==> src/logic/tray_pkg.sv <==
// Purpose: Shared constants and types for the add-on tray lift and feed sequencer
// Assumes: One 20 MHz clock, synchronous active-low reset
// Notes:   Timeout lengths are parameters of the top module
package tray_pkg;

  localparam int unsigned CLK_HZ            = 20000000;
  localparam int unsigned CNT_W             = 32;
  localparam int unsigned LIFT_TIMEOUT_DEF  = 32'h0001_0000;
  localparam int unsigned PICK_TIMEOUT_DEF  = 32'h0000_8000;
  localparam int unsigned PICK_TRIES        = 2;
  localparam int unsigned TRY_W             = 2;

  typedef enum logic [1:0] {
    LIFT_IDLE  = 2'b00,
    LIFT_RUN   = 2'b01,
    LIFT_FAIL  = 2'b10
  } lift_state_t;

  typedef enum logic [2:0] {
    FEED_IDLE  = 3'b000,
    FEED_PICK  = 3'b001,
    FEED_PASS  = 3'b010,
    FEED_JAM   = 3'b011
  } feed_state_t;

  typedef enum logic [1:0] {
    JAM_NONE     = 2'b00,
    JAM_DELAY    = 2'b01,
    JAM_RESIDUAL = 2'b10,
    JAM_DOOR     = 2'b11
  } jam_code_t;

endpackage : tray_pkg

==> src/logic/tray_timer_if.sv <==
// Purpose: Carries start and expiry of one timeout counter
// Assumes: Single clock domain
// Notes:   Used between the sequencer and its timers
`timescale 1ns/1ps
`default_nettype none
interface tray_timer_if;
  logic run;
  logic expired;
  modport ctrl  (output run, input expired);
  modport timer (input run, output expired);
endinterface : tray_timer_if
`default_nettype wire

==> src/logic/tray_lift_and_jam_control.sv <==
// Purpose: Lifter and pickup sequencing for the add-on paper tray
// Assumes: Sensors already debounced and synchronous to core_clk_in
// Notes:   Errors hold until the host acknowledges them
`timescale 1ns/1ps
`default_nettype none
module tray_lift_and_jam_control #(
  parameter int unsigned LIFT_TIMEOUT = tray_pkg::LIFT_TIMEOUT_DEF,
  parameter int unsigned PICK_TIMEOUT = tray_pkg::PICK_TIMEOUT_DEF
) (
  input  wire logic       core_clk_in,
  input  wire logic       rstn_in,
  input  wire logic       stack_surface_sensor_in,
  input  wire logic       feed_sensor_in,
  input  wire logic       tray_door_switch_open_in,
  input  wire logic       cassette_inserted_in,
  input  wire logic       printing_in,
  input  wire logic       pick_request_in,
  input  wire logic       auto_delivery_in,
  input  wire logic       error_ack_in,
  output logic            lifter_motor_up_out,
  output logic            pickup_motor_out,
  output logic            pickup_solenoid_out,
  output logic            pick_busy_out,
  output logic            sheet_fed_out,
  output logic            lifter_fail_out,
  output logic            jam_out,
  output logic [1:0]      jam_code_out
);

  tray_timer_if lift_tmr ();
  tray_timer_if pick_tmr ();

  tray_timer #(.LIMIT(LIFT_TIMEOUT)) u_lift_timer (
    .core_clk_in (core_clk_in),
    .rstn_in     (rstn_in),
    .tmr         (lift_tmr.timer)
  );

  tray_timer #(.LIMIT(PICK_TIMEOUT)) u_pick_timer (
    .core_clk_in (core_clk_in),
    .rstn_in     (rstn_in),
    .tmr         (pick_tmr.timer)
  );

  tray_pkg::lift_state_t   lift_q;
  tray_pkg::lift_state_t   lift_d;
  tray_pkg::feed_state_t   feed_q;
  tray_pkg::feed_state_t   feed_d;
  tray_pkg::jam_code_t     code_q;
  tray_pkg::jam_code_t     code_d;
  logic                    poweron_q;
  logic                    poweron_d;
  logic                    cas_q;
  logic                    cas_d;
  logic                    door_q;
  logic                    door_d;
  logic                    deliv_q;
  logic                    deliv_d;
  logic                    surf_q;
  logic                    surf_d;
  logic [tray_pkg::TRY_W-1:0] tries_q;
  logic [tray_pkg::TRY_W-1:0] tries_d;
  logic                    fed_q;
  logic                    fed_d;
  logic                    lift_start;
  logic                    door_closed_evt;
  logic                    residual_evt;
  logic                    retry_pend;
  logic                    pick_take;

  // Event detection
  assign lift_start = poweron_q
                    | (cassette_inserted_in & ~cas_q)
                    | (surf_q & ~stack_surface_sensor_in & printing_in)
                    | (~stack_surface_sensor_in & cassette_inserted_in & ~printing_in
                       & surf_q);
  assign door_closed_evt = door_q & ~tray_door_switch_open_in;
  assign residual_evt = feed_sensor_in
                      & (poweron_q | door_closed_evt
                         | (auto_delivery_in & ~deliv_q));
  // Accept and retry qualifiers
  assign retry_pend = (tries_q != '0);
  assign pick_take  = pick_request_in & ~tray_door_switch_open_in & ~retry_pend;

  // Lifter sequence
  always_comb
  begin
    lift_d       = lift_q;
    lift_tmr.run = 1'b0;
    unique case (lift_q)
      tray_pkg::LIFT_IDLE:
      begin
        if (lift_start && cassette_inserted_in && !stack_surface_sensor_in)
        begin
          lift_d = tray_pkg::LIFT_RUN;
        end
      end
      tray_pkg::LIFT_RUN:
      begin
        lift_tmr.run = 1'b1;
        if (stack_surface_sensor_in || !cassette_inserted_in)
        begin
          lift_d = tray_pkg::LIFT_IDLE;
        end
        else if (lift_tmr.expired)
        begin
          lift_d = tray_pkg::LIFT_FAIL;
        end
      end
      tray_pkg::LIFT_FAIL:
      begin
        if (error_ack_in)
        begin
          lift_d = tray_pkg::LIFT_IDLE;
        end
      end
      default:
      begin
        lift_d = tray_pkg::LIFT_IDLE;
      end
    endcase
  end

  // Pickup and jam sequence
  always_comb
  begin
    feed_d       = feed_q;
    code_d       = code_q;
    tries_d      = tries_q;
    fed_d        = 1'b0;
    pick_tmr.run = 1'b0;
    unique case (feed_q)
      tray_pkg::FEED_IDLE:
      begin
        if (residual_evt)
        begin
          feed_d = tray_pkg::FEED_JAM;
          code_d = tray_pkg::JAM_RESIDUAL;
        end
        else if (pick_take)
        begin
          feed_d  = tray_pkg::FEED_PICK;
          tries_d = '0;
        end
      end
      tray_pkg::FEED_PICK:
      begin
        pick_tmr.run = 1'b1;
        if (tray_door_switch_open_in)
        begin
          feed_d = tray_pkg::FEED_JAM;
          code_d = tray_pkg::JAM_DOOR;
        end
        else if (feed_sensor_in)
        begin
          feed_d = tray_pkg::FEED_PASS;
        end
        else if (pick_tmr.expired)
        begin
          if (tries_q == tray_pkg::TRY_W'(tray_pkg::PICK_TRIES - 1))
          begin
            feed_d = tray_pkg::FEED_JAM;
            code_d = tray_pkg::JAM_DELAY;
          end
          else
          begin
            feed_d  = tray_pkg::FEED_IDLE;
            tries_d = tries_q + 1'b1;
          end
        end
      end
      tray_pkg::FEED_PASS:
      begin
        if (tray_door_switch_open_in)
        begin
          feed_d = tray_pkg::FEED_JAM;
          code_d = tray_pkg::JAM_DOOR;
        end
        else if (!feed_sensor_in)
        begin
          feed_d = tray_pkg::FEED_IDLE;
          fed_d  = 1'b1;
        end
      end
      tray_pkg::FEED_JAM:
      begin
        if (error_ack_in)
        begin
          feed_d = tray_pkg::FEED_IDLE;
          code_d = tray_pkg::JAM_NONE;
        end
      end
      default:
      begin
        feed_d = tray_pkg::FEED_IDLE;
      end
    endcase
    // Retry: one idle cycle then re-energise the solenoid
    if (feed_q == tray_pkg::FEED_IDLE && retry_pend && !residual_evt
        && !tray_door_switch_open_in)
    begin
      feed_d = tray_pkg::FEED_PICK;
    end
    if (feed_q == tray_pkg::FEED_IDLE && retry_pend && tray_door_switch_open_in)
    begin
      feed_d  = tray_pkg::FEED_JAM;
      code_d  = tray_pkg::JAM_DOOR;
      tries_d = '0;
    end
    if (feed_d == tray_pkg::FEED_PASS || feed_d == tray_pkg::FEED_JAM)
    begin
      tries_d = '0;
    end
  end

  // Edge history
  always_comb
  begin
    poweron_d = 1'b0;
    cas_d     = cassette_inserted_in;
    door_d    = tray_door_switch_open_in;
    deliv_d   = auto_delivery_in;
    surf_d    = stack_surface_sensor_in;
  end

  // Lifter state register
  always_ff @(posedge core_clk_in)
  begin
    if (!rstn_in)
    begin
      lift_q <= tray_pkg::LIFT_IDLE;
    end
    else
    begin
      lift_q <= lift_d;
    end
  end

  // Feed state registers
  always_ff @(posedge core_clk_in)
  begin
    if (!rstn_in)
    begin
      feed_q  <= tray_pkg::FEED_IDLE;
      code_q  <= tray_pkg::JAM_NONE;
      tries_q <= '0;
      fed_q   <= 1'b0;
    end
    else
    begin
      feed_q  <= feed_d;
      code_q  <= code_d;
      tries_q <= tries_d;
      fed_q   <= fed_d;
    end
  end

  // Edge history registers
  always_ff @(posedge core_clk_in)
  begin
    if (!rstn_in)
    begin
      poweron_q <= 1'b1;
      cas_q     <= 1'b0;
      door_q    <= 1'b0;
      deliv_q   <= 1'b0;
      surf_q    <= 1'b1;
    end
    else
    begin
      poweron_q <= poweron_d;
      cas_q     <= cas_d;
      door_q    <= door_d;
      deliv_q   <= deliv_d;
      surf_q    <= surf_d;
    end
  end

  // Separate pickup and lifter drives
  assign lifter_motor_up_out = (lift_q == tray_pkg::LIFT_RUN);
  assign pickup_motor_out    = (feed_q == tray_pkg::FEED_PICK)
                             | (feed_q == tray_pkg::FEED_PASS);
  assign pickup_solenoid_out = (feed_q == tray_pkg::FEED_PICK);
  assign pick_busy_out       = (feed_q != tray_pkg::FEED_IDLE) | retry_pend;
  assign sheet_fed_out       = fed_q;
  assign lifter_fail_out     = (lift_q == tray_pkg::LIFT_FAIL);
  assign jam_out             = (feed_q == tray_pkg::FEED_JAM);
  assign jam_code_out        = code_q;

endmodule : tray_lift_and_jam_control
`default_nettype wire

==> src/logic/tray_timer.sv <==
// Purpose: Clock-cycle timeout counter
// Assumes: Run held high for the whole timed interval
// Notes:   Clears whenever run drops
`timescale 1ns/1ps
`default_nettype none
module tray_timer #(
  parameter int unsigned LIMIT = tray_pkg::PICK_TIMEOUT_DEF
) (
  input  wire logic     core_clk_in,
  input  wire logic     rstn_in,
  tray_timer_if.timer   tmr
);

  logic [tray_pkg::CNT_W-1:0] count_q;
  logic [tray_pkg::CNT_W-1:0] count_d;
  logic                       exp_q;
  logic                       exp_d;

  // Terminal count is a parameter
  always_comb
  begin
    count_d = '0;
    exp_d   = 1'b0;
    if (tmr.run)
    begin
      if (count_q >= tray_pkg::CNT_W'(LIMIT - 1))
      begin
        count_d = count_q;
        exp_d   = 1'b1;
      end
      else
      begin
        count_d = count_q + 1'b1;
      end
    end
  end

  always_ff @(posedge core_clk_in)
  begin
    if (!rstn_in)
    begin
      count_q <= '0;
      exp_q   <= 1'b0;
    end
    else
    begin
      count_q <= count_d;
      exp_q   <= exp_d;
    end
  end

  assign tmr.expired = exp_q & tmr.run;

endmodule : tray_timer
`default_nettype wire

==> config.mk <==
export PLATFORM = sky130hd
export DESIGN_NAME = tray_lift_and_jam_control
export DESIGN_NICKNAME = d
export VERILOG_FILES = /design/src/logic/tray_pkg.sv /design/src/logic/tray_timer_if.sv /design/src/logic/tray_lift_and_jam_control.sv /design/src/logic/tray_timer.sv
export SDC_FILE = /design/constraint.sdc
export NUM_CORES = 1
export LEC_CHECK = 0
export BUFFER_PORTS_ARGS = -buffer_cell sky130_fd_sc_hd__buf_4
export CORE_ASPECT_RATIO = 1.75
export CORE_UTILIZATION = 55
export CTS_BUF_LIST = sky130_fd_sc_hd__clkbuf_16
export DETAILED_ROUTE_END_ITERATION = 10
export HOLD_SLACK_MARGIN = 0.06
export PLACE_DENSITY_LB_ADDON = 0.25
export SKIP_CTS_REPAIR_TIMING = 1
export SYNTH_ARGS = -nofsm -noshare
export SYNTH_HDL_FRONTEND = slang
export SYNTH_SLANG_ARGS = --single-unit
==> constraint.sdc <==
create_clock -name core_clk_in -period 3.7 [get_ports core_clk_in]
set_input_delay 0.74 -clock core_clk_in [delete_from_list [all_inputs] [get_ports core_clk_in]]
set_output_delay 0.74 -clock core_clk_in [all_outputs]
set_load 0.05 [all_outputs]
# --- Word-level counts from Yosys, hierarchy flattened ---
# Index checks and enable logic that the tools add are counted.
word_totals:
  regBits: 81
  in_bits: 10
  out_inout_bits: 9
  word_cells: 133
classes:
  n_addsub: 3
  order_cmp: 2
  n_eq_ne: 23
  n_mux: 38
  bitwise_logic: 28
  reduce_logical: 25
op_table:
  columns: ["operator", "n"]
  rows:
  - ["$add A32 B1 Y32 const B", 2]
  - ["$mux W2", 18]
  - ["$ge A32 B15 Y1 const B", 1]
  - ["$ge A32 B16 Y1 const B", 1]
  - ["$mux W3", 10]
  - ["$ne A2 B2 Y1 const B", 7]
  - ["$reduce_and A7 Y1", 2]
  - ["$and A1 B1 Y1", 13]
  - ["$eq A3 B2 Y1 const B", 4]
  - ["$pmux W3 S4", 1]
  - ["$ne A4 B2 Y1 const B", 2]
  - ["$not A1 Y1", 8]
  - ["$pmux W2 S4", 1]
  - ["$or A1 B1 Y1", 7]
  - ["$logic_and A1 B1 Y1", 6]
  - ["$mux W1", 6]
  - ["$ne A3 B2 Y1 const B", 2]
  - ["$pmux W2 S3", 1]
  - ["$reduce_or A3 Y1", 2]
  - ["$reduce_bool A5 Y1", 1]
  - ["$eq A2 B1 Y1 const B", 2]
  - ["$logic_not A1 Y1", 4]
  - ["$ne A4 B3 Y1 const B", 1]
  - ["$pmux W2 S2", 1]
  - ["other kinds (13)", 16]

# --- Logic depth before layout (Yosys ltp) ---
# Gate-level depths: netlist of the first run.
logic_depth:
  ltp_word: 13
  mapped_depth: 8
  ltp_nobuf: 7

# --- Hierarchy ---
# Synthesis of the first run repeated with hierarchy kept, for this count alone.
hier_totals:
  hier_cells: 392
  area_unflattened_um2: 3573.4
by_module_without_submodules:
  columns: ["module", "instances", "cells_each", "area_per_inst_um2", "seq_area_each_um2"]
  rows:
  - ["tray_timer at u_lift_timer", 1, 149, 1417.6, 660.6]
  - ["tray_timer at u_pick_timer", 1, 144, 1328.8, 660.6]
  - ["tray_lift_and_jam_control", 1, 99, 827.0, 300.3]

# --- Worst setup path after synthesis of the first run ---
# OpenSTA, ideal clock, no wires.
synth_timing:
  path_type: "register to output"
  from: "reg feed_q[2]"
  to: "out pickup_solenoid_out"
  arrival_ns: 1.416
  required_time_ns: 2.960
  slack_ns: 1.544
  stages_incl_launch_ff: 4
  n_path_buf: 2
  cell_sequence: "dfxtp_1 > clkbuf_1 > nor3b_1 > clkbuf_1"
synth_between:
  elab_chain_cells: 1
synth_rtl:
  columns: ["item", "line_no", "text"]
  rows:
  - ["start, declared", "tray_lift_and_jam_control.sv:47", "tray_pkg::feed_state_t feed_q;"]
  - ["start signal, assigned", "tray_lift_and_jam_control.sv:244", "feed_q <= tray_pkg::FEED_IDLE;"]
  - ["$eq A3 B1 Y1", "tray_lift_and_jam_control.sv:283", "assign pickup_solenoid_out = (feed_q == tray_pkg::FEED_PICK);"]
  - ["end, declared", "tray_lift_and_jam_control.sv:22", "output logic pickup_solenoid_out,"]
# Every way passes these cells.

# --- Worst setup path in the final report of the first run ---
layout_timing:
  from: "reg feed_q[0]"
  to: "out pickup_solenoid_out"
# Same word-level chain as after synthesis.

==> results of run 1 <==
per-stage QoR:
step           setup slack [ps]  area [um^2]  instances  util [%]  power (mW)
2_1_floorplan              1540         3310        368         -       0.962
3_3_place_gp               1310         3480        447      59.7       0.988
3_5_place_dp               1290         3480        447      59.7       0.990
4_1_cts                    1130         3770        463      64.7        1.83
5_1_grt                    1080         3770        463      64.7        1.88
6_report                   1170         3770        463      64.7        1.82
state kept, by name (all words and copies together), names as in the netlist:
signal / cells
u_lift_timer.exp_q: 1
surf_q: 1
poweron_q: 1
u_pick_timer.exp_q: 1
u_lift_timer.count_q: 32
sheet_fed_out: 1
lift_q: 2
cas_q: 1
jam_code_out: 2
tries_q: 2
door_q: 1
deliv_q: 1
u_pick_timer.count_q: 32
feed_q: 3
placed cells by master (no fill, tap or decap), types with 9 or more instances in the layout:
cell       count
dfxtp_1       81
and3_1        37
nand2_1       29
a21oi_1       26
nor2_1        25
buf_4         20
nand3_1       13
o21ai_0       13
xnor2_1       12
nand4_1       11
nor4_1        11
or3_1         10
clkbuf_16      9
power groups by stage:
stage | Sequential, mW | Clock, mW | Combinational, mW
2_1_floorplan | 0.909 | 0 | 0.0532
3_3_place_gp | 0.909 | 0 | 0.0792
3_5_place_dp | 0.909 | 0 | 0.0803
4_1_cts | 0.890 | 0.863 | 0.0806
5_1_grt | 0.891 | 0.902 | 0.0874
6_report | 0.890 | 0.846 | 0.0798
synth_stat cells, types with 3 or more instances:
cell      instances
dfxtp_1          81
and3_1           37
nand2_1          29
a21oi_1          26
nor2_1           25
clkbuf_1         17
nand3_1          13
o21ai_0          13
xnor2_1          12
nand4_1          11
nor4_1           11
or3_1            10
nor3_1            8
o31ai_1           8
or4_1             8
nor2b_1           7
and4_1            4
ha_1              4
inv_1             4
nand2b_1          4
nand4b_1          4
nor3b_1           4
and2_1            3
nor4_2            3
o211ai_1          3
cell families (layout without fill, tap and decap cells):
| kind of cell | Yosys count | after routing | synth area share (%) |
|---|---|---|---|
| multiplexers | 1 | 1 | 0.302 |
| flip-flops | 81 | 81 | 49.0 |
| AND/OR/NAND/NOR | 189 | 189 | 33.0 |
| XOR/XNOR | 12 | 12 | 3.17 |
| buffers and inverters | 23 | 40 | 2.87 |
| other | 1 | 1 | 0.113 |
| AO/OA/AOI/OAI | 57 | 57 | 10.1 |
| adder cells (fa/ha/maj) | 4 | 4 | 1.51 |
path summary, 6_finish.rpt:
check                                        startpoint                                     to  slack [ps]  depth (start not counted)
setup reg to reg  u_lift_timer.count_q[19]$_SDFFE_PN0N_  u_lift_timer.count_q[12]$_SDFFE_PN0N_        1300                          5
setup / recovery                   feed_q[0]$_SDFF_PN0_                    pickup_solenoid_out        1170                          2
hold / removal                   lift_q[1]$_SDFFE_PN0P_                 lift_q[0]$_SDFFE_PN0P_         450                          1
hold reg to reg                  lift_q[1]$_SDFFE_PN0P_                 lift_q[0]$_SDFFE_PN0P_         450                          1
per-layer routing:
layer | share of wire (%) | vias to the layer above
li1 | - | 1362
met1 | 42 | 1252
met2 | 55 | 26
met3 | 2.2 | 9
met4 | 1.5 | 0
met5 | 0 | -
final cells by class:
cell class              instances  area, um^2  share of cell area (%)
flip-flops and latches         81        1620                    43.0
repair buffers                 20         150                    3.98
clock buffers                   9         225                    5.97
well taps                      78        97.6                    2.59
clock inverters                 7        62.6                    1.66
multi-input cells             264        1600                    42.4
inverters                       4        15.0                   0.398
worst register-to-register path, stage by stage, from the launching register on:
cell     delay (ps)
dfxtp_1         310
nor4_1          350
nand4_1         480
or3_1           620
or4_1           430
a21oi_1         140
==> run summary, run 1 <==
outcome - finished clean
Skew-Pair Late Insertion Delay - 330 ps
share of cells above drive strength 1 - 10.9%
critical-path cell list - nor3b_2, buf_4
GR Overflow Total - 0
Slew Limit Fails - 0
Final ANT Viol Nets - 0
met2 Use GR - 40.0%
TritonRoute pass-1 iters - 4
max cap viols - 0
Crit path max-delay family - simple AND/OR/NAND/NOR gates
Slew @ Worst Pin - 840 ps
FF+latch count, synth - 81
slowest cell on the critical path - nor3b_2
Final period util - 68.5%
EDFF count, synth - 0
Syn Area/Cell - 9.00 um^2
Post-Route WL - 6450 um
RSZ-0062 raised after global routing - false
Nets - 394
Net Sw Power - 0.393 mW
number of diodes - 0
Worst Hold Margin - 447 ps
Die Y - 105 um
Worst EP required - 2960 ps
achievable frequency - 0.395 GHz
Yosys top cell area share - 49.0%
Area contributors post-synth - dfxtp_1, and3_1, a21oi_1
commonest register cell after synthesis - dfxtp_1
Clock power frac - 46.6%
via count - 2,649
die area - 0.00635 mm^2
Final Hold Fails - 0
Synth cell types - 42
Leakage - 1.42 nW
crit-path max FO - 14
most used routing layer - met2
Routed WL per cell - 13.9 um
CTS Buf Count - 9
first-pass GRT wire length - 11,100 um
H-tree Lvls - 3
final setup vio count - 0
largest net degree at the start of global routing - 46
Crit path buffers/inverters - 1
minimum clock period - 2530 ps
Peak VDD IR - 0.296 mV
CP arrival - 1790 ps
Worst setup EP type - primary output
crit-path max cell delay - 600 ps
Initial DRC Count - 105
Hold Crit Class - flop to flop
clk root buf - clkbuf_16
Clock transition at path regs - 60 ps
mapped cell area - 0.00331 mm^2
clock sink count - 81
Seq pwr share - 49.0%
syn nets - 382
clock buffer depth - 2
# DRC - 0
Synth warnings - 0
Post-Synthesis Cells - 368
initial antenna violation count - 0
PortBufs - 17
Starting Density - 56.8%
Setup crit start kind - flop
num ports - 19
Power Density - 481 mW/mm^2
CTS tree - yes
ys async rst share - 0%
Row Count - 37
dpl hpwl - 4580 um
met3 Usage GRT - 6.56%
post-synth top area cell - dfxtp_1
Die X - 60.7 um
# fillers - 520
switch share - 21.6%
internal power - 1.42 mW
met1 Track Usage GR - 24.8%
Comb pwr share - 4.4%
GP Congestion - 0.813
vias in the first global route - 2,562
clk_skew - 7.26 ps
relative max-transition margin - 43.6%
setup TNS - 0 ps
GRT Overall Usage - 22.9%
core area - 0.00583 mm^2
register area share after synthesis - 49.0%
area grow syn2layout - 13.9%
Vias/cell - 5.72
CP Class - flop to primary output
Note: power is estimated with default switching activity, not from simulation.
==> run 2, diff against run 1 <==
CORE_UTILIZATION = 54   (was 55)
clock period = 2.2 ns   (was 3.7 ns; I/O delays follow)
==> run 2 against run 1 <==
Effect of this change:
- via count is 2.2% higher
- worst hold slack worse by 140 ps
- final area grew 1.8%
- count of clock-buffer cells in the layout unchanged
- setup slack lost 1000 ps
==> run summary, run 2 (synthesized netlist as in run 1, its figures left out) <==
r2r setup slk - 150 ps (-1150 ps)
Vias/cell - 5.75 (+0.49%)
Nets - 402 (+2.0%)
commonest non-fill, non-tap cell in the layout - dfxtp_1
via count - 2,708 (+2.2%)
initial antenna violation count - 0 (unchanged)
Routed WL per cell - 14.0 um (+0.31%)
Area after DPL - 0.00353 mm^2 (+1.3%)
Reg2Reg Launch Point - u_pick_timer.count_q[31]$_SDFFE_PN0N_
Reg2Reg Capture Point - u_pick_timer.count_q[13]$_SDFFE_PN0N_
Row Count - 37 (unchanged)
Starting Density - 56.3% (-0.45 points)
Post-Place Cells - 453 (+1.3%)
clk_skew - 6.96 ps (-0.298 ps)
relative max-transition margin - 57.6% (+14 points)
core area - 0.00588 mm^2 (+0.79%)
vias in the first global route - 2,580 (+0.70%)
share of cells above drive strength 1 - 13.0% (+2.1 points)
Die X - 61.2 um (+0.89%)
Finished Cell Area - 0.00384 mm^2 (+1.8%)
Clock transition at path regs - 60 ps (about the same)
Post-Route WL - 6580 um (+2.0%)
die area - 0.00646 mm^2 (+1.8%)
hold endpoint - deliv_q$_SDFF_PN0_
Leakage - 1.46 nW (+2.4%)
final setup vio count - 0 (unchanged)
clock buffer depth - 2 (unchanged)
number of diodes - 0 (unchanged)
TritonRoute pass-1 iters - 4 (unchanged)
Skew-Pair Late Insertion Delay - 330 ps (about the same)
fin cells - 471 (+1.7%)
Slew Limit Fails - 0 (unchanged)
max cap viols - 0 (unchanged)
clock sink count - 81 (unchanged)
CTS tree - yes
num ports - 19 (unchanged)
Final Hold Fails - 0 (unchanged)
startpoint of the worst hold path - auto_delivery_in
minimum clock period - 2050 ps
area grow syn2layout - 15.9%
RSZ-0062 raised after global routing - true
Worst setup EP type - flop
Worst EP required - 2460 ps (-500 ps)
first-pass GRT wire length - 11,000 um (-0.43%)
CP arrival - 2310 ps (+520 ps)
Final period util - 93.2%
worst hold stages - 2 (+1)
CTS Buf Count - 9 (unchanged)
Die Y - 106 um (+0.90%)
crit-path max FO - 11 (-3)
PortBufs - 17 (unchanged)
reg2reg path depth - 5 (unchanged)
Power Density - 805 mW/mm^2 (+67%)
achievable frequency - 0.488 GHz
highest-count cells in the layout ignoring fill and taps - dfxtp_1, and3_1, nand2_1
setup TNS - 0 ps (unchanged)
GRT Overall Usage - 22.7% (-0.19 points)
outcome - finished clean
Slew @ Worst Pin - 634 ps (-206 ps)
Initial DRC Count - 171 (+63%)
top flop regs - u_lift_timer.count_q (32), u_pick_timer.count_q (32), feed_q (3)
H-tree Lvls - 3 (unchanged)
clk root buf - clkbuf_16
# fillers - 500 (-3.8%)
largest net degree at the start of global routing - 46 (unchanged)
# DRC - 0 (unchanged)
dpl hpwl - 4570 um (-0.29%)
GR Overflow Total - 0 (unchanged)
Hold Crit Class - primary input to flop
GP Congestion - 0.821 (+1.1%)
Setup crit start kind - flop
Final ANT Viol Nets - 0 (unchanged)
CP Class - flop to flop
Peak VDD IR - 0.559 mV (+89%)
==> run 2: cell types whose count changed in the layout (fill, tap and decap cells not counted) <==
cell / previous run / this run
inv_1: 5 / 4
clkinv_2: 2 / 1
inv_6: 0 / 1
clkinvlp_4: 2 / 3
or3_2: 0 / 1
buf_4: 20 / 27
==> run 2: cell type report <==
cell class,count,area [um^2],area share (%)
multi-input combinational,265,1610,41.9
sequential,81,1620,42.2
inverter,4,15.0,0.391
clock buffer,9,225,5.87
clock inverter,7,70.1,1.82
timing repair buffer,27,203,5.28
tap,78,97.6,2.54
==> run 2: worst max-delay path, cell delays in order, from the launching register on <==
cell and delay [ps]:
dfxtp_1 310, nor4_2 270, nand4_1 210, or3_4 500, or4_1 530, a21oi_1 160
==> run 2: worst max-delay path by stage <==
stage | start | endpoint | slack (ps) | cells past startpoint
6_report | u_pick_timer.count_q[31]$_SDFFE_PN0N_ | u_pick_timer.count_q[13]$_SDFFE_PN0N_ | 150 | 5
5_1_grt | u_pick_timer.count_q[19]$_SDFFE_PN0N_ | u_pick_timer.count_q[13]$_SDFFE_PN0N_ | 6 | 5
4_1_cts | u_lift_timer.count_q[0]$_SDFFE_PN0N_ | u_lift_timer.count_q[12]$_SDFFE_PN0N_ | 120 | 6
3_5_place_dp | u_lift_timer.count_q[0]$_SDFFE_PN0N_ | u_lift_timer.count_q[12]$_SDFFE_PN0N_ | 170 | 6
3_3_place_gp | u_lift_timer.count_q[0]$_SDFFE_PN0N_ | u_lift_timer.count_q[12]$_SDFFE_PN0N_ | 200 | 6
2_1_floorplan | u_pick_timer.count_q[0]$_SDFFE_PN0N_ | u_pick_timer.count_q[11]$_SDFFE_PN0N_ | 250 | 7
==> run 2: power breakdown <==
part	internal, mW	total [mW]	switching (mW)	leakage [nW]
Sequential	1.48	1.49	0.0132	0.655
Clock	0.875	1.46	0.580	0.135
Combinational	0.0518	0.144	0.0922	0.667
==> run 2: metal layers <==
layer,vias to the layer above,wire [um],GRT usage [%],part of all wire [%]
li1,1391,-,-,-
met5,-,0,0,0
met2,37,3530,39.1,54
met4,0,184,11.5,2.8
met1,1264,2690,24.2,41
met3,16,170,5.89,2.6
==> run 2: per-stage QoR <==
step                      utilization (%)  power, mW  worst slack [ps]  hold slack, ps
after CTS                            65.1       3.12               119             305
after global placement               60.0       1.67               203             437
after global routing                 65.3       3.21              5.84             313
after floorplan                         -       1.62               248             414
after detailed placement             60.0       1.67               171             447
final                                65.3       3.09               149             310
